--- config.mk ---
export PLATFORM = sky130hd
export DESIGN_NAME = pcmap_io_window
export DESIGN_NICKNAME = d
export VERILOG_FILES = /design/src/hdl/pcmap_pkg.sv /design/src/hdl/pcmap_io_window.sv
export SDC_FILE = /design/constraint.sdc
export NUM_CORES = 1
export LEC_CHECK = 0
export BUFFER_PORTS_ARGS = -buffer_cell sky130_fd_sc_hd__clkbuf_2
export CAP_MARGIN = 0
export CORE_UTILIZATION = 40
export DETAILED_ROUTE_END_ITERATION = 8
export MAX_ROUTING_LAYER = met4
export SLEW_MARGIN = 20
export SYNTH_ARGS = -nofsm -noshare
export SYNTH_HDL_FRONTEND = slang
export SYNTH_SLANG_ARGS = --single-unit
--- constraint.sdc ---
create_clock -name clock -period 3.8 [get_ports clock]
set_clock_uncertainty 0.05 [all_clocks]
set_input_delay 0 -clock clock [delete_from_list [all_inputs] [get_ports clock]]
set_output_delay 0 -clock clock [all_outputs]
set_load 0.03 [all_outputs]
--- src/hdl/pcmap_pkg.sv ---
// Package with offsets, field positions and reset values of the I/O mapper
package pcmap_pkg;

  // ****************************************************************
  // Widths
  // ****************************************************************
  localparam int unsigned REG_AW = 12; // Register offset width
  localparam int unsigned REG_DW = 8; // Register data width
  localparam int unsigned IO_AW = 16; // Host and card I/O address width
  localparam int unsigned NUM_IO_WIN = 2; // I/O windows per socket
  localparam int unsigned NUM_MEM_WIN = 5; // Memory windows, decoded elsewhere

  // ****************************************************************
  // Register offsets
  // ****************************************************************
  localparam logic [11:0] MAP_ENABLE_OFF = 12'h806; // Mapping enable
  localparam logic [11:0] IO_CTRL_OFF = 12'h807; // io_window_control
  // Per window offsets, index 1 in the upper slice
  localparam logic [1:0][11:0] START_LO_OFF = {12'h80c, 12'h808};
  localparam logic [1:0][11:0] START_HI_OFF = {12'h80d, 12'h809};
  localparam logic [1:0][11:0] END_LO_OFF = {12'h80e, 12'h80a};
  localparam logic [1:0][11:0] END_HI_OFF = {12'h80f, 12'h80b};
  localparam logic [1:0][11:0] OFFS_LO_OFF = {12'h838, 12'h836};
  localparam logic [1:0][11:0] OFFS_HI_OFF = {12'h839, 12'h837};

  // ****************************************************************
  // Field positions
  // ****************************************************************
  // Control bits per window: fixed size, auto size, timer select
  localparam int unsigned SIZE_BIT [2] = '{0, 4};
  localparam int unsigned AUTO_BIT [2] = '{1, 5};
  localparam int unsigned TSEL_BIT [2] = '{3, 7};
  // I/O enable bits in the mapping enable register
  localparam int unsigned EN_BIT [2] = '{6, 7};
  // Mapping enable bit that always reads zero
  localparam int unsigned EN_FIXED_BIT = 5;

  // ****************************************************************
  // Reset values
  // ****************************************************************
  localparam logic [7:0] CTRL_RST = 8'h00; // Control reset value
  localparam logic [7:0] ENABLE_RST = 8'h00; // All windows off
  localparam logic [15:0] ADDR_RST = 16'h0000; // Start, end, offset
  localparam logic [7:0] READ_NONE = 8'h00; // Unmapped read data
  localparam logic [2:0] SYNC_RST = 3'h7; // Pin idles high

endpackage

--- src/hdl/pcmap_io_window.sv ---
// I/O window decoder and address translator for one card socket
`timescale 1ns/1ns
`default_nettype none

// Function
// - Two I/O windows; the five memory windows are decoded elsewhere
// - Window 0 fixed width from bit 0
// - Bit 1 set: window 0 width from IOIS16
// - Bit 3 picks window 0 timer set
// - Window 1 width: bit 4, auto bit 5
// - Bit 7 picks window 1 timer set
// - Forward when address at or above start
// - End address from low, high bytes; inclusive
// - Card address is host plus offset
// - Offset bit 0 always treated as zero
// - Standard windows coexist with general windows
// - Window decodes only while enable bit set
module pcmap_io_window
  import pcmap_pkg::*;
(
  input wire logic clock, // 50 MHz system clock
  input wire logic rst, // Synchronous reset, active high
  input wire logic reg_wr_en, // Register write strobe
  input wire logic reg_rd_en, // Register read strobe
  input wire logic [pcmap_pkg::REG_AW-1:0] reg_addr, // Register offset
  input wire logic [pcmap_pkg::REG_DW-1:0] reg_wdata, // Write data
  output logic [pcmap_pkg::REG_DW-1:0] reg_rdata, // Read data
  input wire logic host_io_req, // Host I/O access presented
  input wire logic [pcmap_pkg::IO_AW-1:0] host_io_addr, // Host address
  input wire logic card_iois16_n, // Card 16-bit I/O indication pin
  output logic map_valid, // Decode result pulse
  output logic map_hit, // Access claimed by a window
  output logic map_window, // Window that claimed it
  output logic [pcmap_pkg::IO_AW-1:0] card_io_addr, // Card I/O address
  output logic card_width16, // 16-bit card data path
  output logic timer_set1 // Timer set 1 selected
);
  import pcmap_pkg::*;

  // ****************************************************************
  // State
  // ****************************************************************
  // All state of the block in one record
  typedef struct packed {
    logic [7:0] ctrl; // I/O window control
    logic [7:0] map_en; // Mapping enable
    logic [1:0][15:0] start; // Window start addresses
    logic [1:0][15:0] stop; // Window end addresses, inclusive
    logic [1:0][15:0] offs; // Offsets as written
    logic [2:0] sync; // Pin synchroniser chain
    logic io16; // Filtered 16-bit indication
    logic [7:0] rdata; // Read data register
    logic valid; // Decode result pulse
    logic hit; // Window hit
    logic window; // Winning window
    logic [15:0] caddr; // Translated address
    logic wide; // 16-bit path
    logic tset; // Timer set
  } pcmap_state_t;

  pcmap_state_t q; // Current state
  pcmap_state_t d; // Next state
  logic [1:0] win_hit; // Per window decode
  logic [1:0][15:0] win_addr; // Per window translated address

  // ****************************************************************
  // Functions
  // ****************************************************************
  // Width of a window: card indication when auto, else fixed bit
  function automatic logic win_wide(input logic [7:0] ctrl,
                                    input int unsigned w,
                                    input logic io16);
    if (ctrl[AUTO_BIT[w]])
      win_wide = io16;
    else
      win_wide = ctrl[SIZE_BIT[w]];
  endfunction

  // Register read decode
  function automatic logic [7:0] reg_read(input pcmap_state_t s,
                                          input logic [11:0] a);
    logic [7:0] r;
    r = READ_NONE;
    if (a == MAP_ENABLE_OFF)
    begin
      r = s.map_en;
      r[EN_FIXED_BIT] = 1'b0; // Fixed bit reads zero
    end
    if (a == IO_CTRL_OFF)
      r = s.ctrl;
    for (int w = 0; w < NUM_IO_WIN; w++)
    begin
      if (a == START_LO_OFF[w])
        r = s.start[w][7:0];
      if (a == START_HI_OFF[w])
        r = s.start[w][15:8];
      if (a == END_LO_OFF[w])
        r = s.stop[w][7:0];
      if (a == END_HI_OFF[w])
        r = s.stop[w][15:8];
      if (a == OFFS_LO_OFF[w])
        r = s.offs[w][7:0]; // Bit 0 kept for read back only
      if (a == OFFS_HI_OFF[w])
        r = s.offs[w][15:8];
    end
    reg_read = r;
  endfunction

  // ****************************************************************
  // Window decode
  // ****************************************************************
  // Both I/O windows decode side by side; memory windows live elsewhere
  generate
    for (genvar w = 0; w < NUM_IO_WIN; w++)
    begin : g_win
      // Range compare; start above end never matches
      assign win_hit[w] = q.map_en[EN_BIT[w]]
                          && (host_io_addr >= q.start[w])
                          && (host_io_addr <= q.stop[w]);
      // Offset with bit 0 forced low, sum wraps at 16 bits
      assign win_addr[w] = 16'(host_io_addr
                               + {q.offs[w][15:1], 1'b0});
    end
  endgenerate

  // ****************************************************************
  // Next state
  // ****************************************************************
  // Register writes, pin filter and decode result
  always_comb
  begin
    d = q;
    d.valid = 1'b0;
    // Three stage pin sampling
    d.sync = {q.sync[1:0], card_iois16_n};
    // Accept a change once the last two stages agree
    if (q.sync[1] == q.sync[2])
      d.io16 = ~q.sync[2];
    // Software writes
    if (reg_wr_en)
    begin
      if (reg_addr == MAP_ENABLE_OFF)
        d.map_en = reg_wdata;
      if (reg_addr == IO_CTRL_OFF)
        d.ctrl = reg_wdata;
      for (int w = 0; w < NUM_IO_WIN; w++)
      begin
        if (reg_addr == START_LO_OFF[w])
          d.start[w][7:0] = reg_wdata;
        if (reg_addr == START_HI_OFF[w])
          d.start[w][15:8] = reg_wdata;
        if (reg_addr == END_LO_OFF[w])
          d.stop[w][7:0] = reg_wdata;
        if (reg_addr == END_HI_OFF[w])
          d.stop[w][15:8] = reg_wdata;
        if (reg_addr == OFFS_LO_OFF[w])
          d.offs[w][7:0] = reg_wdata;
        if (reg_addr == OFFS_HI_OFF[w])
          d.offs[w][15:8] = reg_wdata;
      end
    end
    // Read data is captured for the next cycle
    if (reg_rd_en)
      d.rdata = reg_read(q, reg_addr);
    // Host access: window 0 wins if both claim it
    if (host_io_req)
    begin
      d.valid = 1'b1;
      d.hit = |win_hit;
      if (win_hit[0])
      begin
        d.window = 1'b0;
        d.caddr = win_addr[0];
        d.wide = win_wide(q.ctrl, 0, q.io16);
        d.tset = q.ctrl[TSEL_BIT[0]];
      end
      else if (win_hit[1])
      begin
        d.window = 1'b1;
        d.caddr = win_addr[1];
        d.wide = win_wide(q.ctrl, 1, q.io16);
        d.tset = q.ctrl[TSEL_BIT[1]];
      end
      else
      begin
        // Miss: pass-through for general windows to claim
        d.window = 1'b0;
        d.caddr = host_io_addr;
        d.wide = 1'b0;
        d.tset = 1'b0;
      end
    end
  end

  // ****************************************************************
  // State register
  // ****************************************************************
  // Register the record; reset loads constants only
  always_ff @(posedge clock)
  begin
    if (rst)
    begin
      q.ctrl <= CTRL_RST;
      q.map_en <= ENABLE_RST;
      q.start <= {ADDR_RST, ADDR_RST};
      q.stop <= {ADDR_RST, ADDR_RST};
      q.offs <= {ADDR_RST, ADDR_RST};
      q.sync <= SYNC_RST;
      q.io16 <= 1'b0;
      q.rdata <= READ_NONE;
      q.valid <= 1'b0;
      q.hit <= 1'b0;
      q.window <= 1'b0;
      q.caddr <= ADDR_RST;
      q.wide <= 1'b0;
      q.tset <= 1'b0;
    end
    else
      q <= d;
  end

  // ****************************************************************
  // Outputs
  // ****************************************************************
  // All outputs straight from flip-flops
  assign reg_rdata = q.rdata;
  assign map_valid = q.valid;
  assign map_hit = q.hit;
  assign map_window = q.window;
  assign card_io_addr = q.caddr;
  assign card_width16 = q.wide;
  assign timer_set1 = q.tset;
endmodule

`default_nettype wire

==> metrics.log <==
[metrics] outcome: finished, final reports clean
[metrics] largest stage delay on the critical path: 0.58 ns
[metrics] maximum number of buffers from clock root to sink: 2
[metrics] core box area: 22,800 sq um
[metrics] Total Wirelength: 34,500 um
[metrics] router iterations before antenna repair: 5
[metrics] clock tree from TritonCTS: done
[metrics] Rel. slew slack: 0.319
[metrics] data required time of the worst path: 4.11 ns
[metrics] total die area: 24,200 sq um
[metrics] height of the die: 156 um
[metrics] count of buffers from port buffering: 70
[metrics] Max-cap violations: 0
[metrics] Yosys warnings: 0
[metrics] sum of negative setup slack: 0 ns
[metrics] Highest Clock Rate: 0.300 GHz
[metrics] slowest stage cell on the critical path: or4_1
[metrics] combined global-route utilization of all metal layers: 0.297
[metrics] clock-pin transition on the worst setup and hold timing paths: 0.06 ns
[metrics] initial standard-cell utilization of the core: 0.413
[metrics] setup violation total in the final timing report: 0
[metrics] post-synthesis cell count: 1,243
[metrics] static leakage: 0.00381 uW
[metrics] cell type with the highest occurrence count on the critical path: a221o_1
[metrics] type of the most critical hold path: input pin to flip-flop
[metrics] number of H-tree branching levels: 4
[metrics] most area-hungry cell type in the Yosys netlist: dfxtp_1
[metrics] number of remaining DRC errors: 0
[metrics] detail-routed net length per standard cell: 21.7 um
[metrics] DR vias/cell: 5.98
[metrics] top fanout value on the critical path: 10
[metrics] most used flip-flop cell after synthesis: dfxtp_1
[metrics] Crit. End Element: flip-flop
[metrics] number of pins with negative max-slew slack in the final report: 0
[metrics] Cell Chain, Critical Path: inv_1 -> ha_1 -> a41oi_2 -> o21ai_1 -> a221o_1 -> o31a_1 -> or3_1 -> or4_1 -> a221o_1 -> a21oi_2
[metrics] number of antenna violations at the first check in global routing: 0
[metrics] share of cells above drive strength 1: 0.117
[metrics] number of buffers created by CTS: 17
[metrics] die boundary width: 156 um
[metrics] post-synthesis to final-layout area growth: 11.6%
[metrics] final worst path period need: 3.34 ns
[metrics] post-synthesis cell area: 9430 sq um
[metrics] maximum number of pins on one net before global-route repair: 91
[metrics] number of enable flip-flop cells after synthesis: 0
[metrics] total power of the final layout: 3650 uW
[metrics] post-synth top area share: 0.306
[metrics] register area share after synthesis: 0.306
[metrics] I/O pin count: 71
[metrics] Post-Syn Area per Cell: 7.58 sq um
[metrics] Crit Path Category: flip-flop to flip-flop
[metrics] utilization of the core after routing: 0.460
[metrics] library cells used by synthesis: 74
[metrics] share of flip-flops with an asynchronous set or reset: 0
[metrics] RSZ-0062 raised after global routing: false
[metrics] Cell Pwr Density: 347 nW/um^2
[metrics] final hold violation count: 0
[metrics] number of antenna diodes: 0
[metrics] Resize count post-CTS: 0
[metrics] via count of the first global-routing pass: 8,762
[metrics] clock latency on the worst-skew pair: 0.44 ns
[metrics] wire length of the first global-routing pass: 52,400 um
[metrics] cell types with the largest area share after synthesis: dfxtp_1 31%, ha_1 12%, a21oi_1 8.1%, nand2_1 7.9%, nand3_1 6.2%
[metrics] root cell of the clock tree: clkbuf_16
[metrics] via total after detailed routing: 9,497
[metrics] arrival time worst endpoint: 3.64 ns
[metrics] total clock sinks: 144
[metrics] DRT iter0 DRCs: 925
[metrics] actual transition at the worst max-transition pin: 1.02 ns
[metrics] CP Launch Type: flip-flop
[metrics] Post-Synthesis Net Count: 1,379
[metrics] FILL cells: 2,347
[metrics] placed wire-length estimate after detailed placement: 24,600 um
[metrics] number of synthesized register bits: 144
[metrics] Worst VDD drop: 0.262 mV
[metrics] total congestion overflow: 0
[metrics] antenna-violating nets left: 0
[metrics] total number of nets in the final design: 1,401
[metrics] placer's final routability congestion estimate: 0.973
[metrics] row cnt: 55
[metrics] final period utilization: 0.878
## cell usage in the layout (no fill, tap or decap), drive strengths merged, types with 9 or more instances in the layout
| master | n |
|---|---|
| nor4 | 14 |
| nand4 | 10 |
| o21ai | 34 |
| nor2b | 10 |
| a21o | 9 |
| xnor2 | 11 |
| ha | 92 |
| dfxtp | 144 |
| nor2 | 56 |
| nand3 | 117 |
| xor2 | 9 |
| o211ai | 13 |
| buf | 29 |
| a22oi | 11 |
| inv | 81 |
| a21oi | 153 |
| clkbuf | 86 |
| a31oi | 9 |
| and2 | 10 |
| nand2 | 198 |
| nor3 | 15 |
| a211oi | 17 |
| a221oi | 10 |
## per-layer routing
metal	up-vias	global-route usage	routed length (um)
met5	-	-	0
met4	0	0.112	1140
met3	71	0.0437	2340
met2	387	0.453	15500
met1	4569	0.396	15500
li1	4470	-	-
## path summary, 6_finish.rpt
kind                       from                             to  slack, ns  depth (start not counted)
min reg2reg    d[31]$_SDFF_PP1_               d[32]$_SDFF_PP1_       0.36                          1
max reg2reg  q[91]$_SDFFE_PP0P_  card_io_addr[11]$_SDFFE_PP0P_       0.46                         10
max          q[91]$_SDFFE_PP0P_  card_io_addr[11]$_SDFFE_PP0P_       0.46                         10
min                   reg_wr_en            q[100]$_SDFFE_PP0P_       0.03                          3
## critical path, delay by kind of cell, from the launching register on
family,cells,cell delay [ns]
simple gates,2,1.12
compound gates,6,1.35
flops,1,0.36
buf+inv,1,0.05
fa+ha+maj,1,0.32
## where the power goes
group	internal (uW)	total (uW)	leakage (uW)	switching, uW
logic	129	426	0.00238	297
clock network	964	1680	0.000265	719
registers	1530	1540	0.00117	9.40
## cell type report
| class | instances | area, sq um | area share |
|---|---|---|---|
| clock buffer | 18 | 429 | 0.0408 |
| clock inverter | 12 | 135 | 0.0128 |
| inverter | 78 | 293 | 0.0278 |
| multi-input combinational | 925 | 5790 | 0.551 |
| sequential | 144 | 2880 | 0.274 |
| tap | 313 | 392 | 0.0372 |
| timing repair buffer | 99 | 591 | 0.0562 |
## kinds of logic after synthesis
family / share of synthesized area
fa+ha+maj: 0.126
xor+xnor: 0.0186
compound gates: 0.228
simple gates: 0.231
buf+inv: 0.0795
flops: 0.306
mux: 0.0111
## Yosys cell counts (6+ instances only)
library cell  number
nor2b_1           10
a31oi_1            9
a221oi_1          10
a21oi_1          152
a22oi_1           11
a311o_1            6
nand2b_1           7
mux2i_1            6
inv_1             77
or3_1              6
nand2_1          198
o211ai_1          13
xor2_1             9
nand4_1           10
nor3_1            13
or2_2              7
nand3_1          117
nor2_1            56
o21a_1             8
nor4_1            12
clkbuf_1          63
a211oi_1          17
and2_1             9
o21ai_0           32
buf_4             24
xnor2_1           11
dfxtp_1          144
ha_1              92
a21o_1             9
## per-stage QoR
| step | std cells | setup slack (ns) | area [sq um] | hold slack (ns) |
|---|---|---|---|---|
| 5_1_grt | 1589 | 0.341 | 10500 | 0.0479 |
| 6_report | 1589 | 0.463 | 10500 | 0.0299 |
| 3_3_place_gp | 1557 | 0.561 | 9930 | 0.137 |
| 3_5_place_dp | 1557 | 0.492 | 9930 | 0.137 |
| 2_1_floorplan | 1243 | 0.774 | 9430 | 0.0538 |
| 4_1_cts | 1589 | 0.475 | 10500 | 0.0255 |
## flip-flops by register name, indices dropped and copies added (netlist names)
| register | count |
|---|---|
| d | 2 |
| map_window | 1 |
| map_valid | 1 |
| card_width16 | 1 |
| q | 113 |
| card_io_addr | 16 |
| reg_rdata | 8 |
| map_hit | 1 |
| timer_set1 | 1 |
## repair_timing
action                    CTS  global route
hold buffers                2             0
hold endpoints to repair    2             0
buffers inserted            0             0
Power figures use the tool's default switching activity.
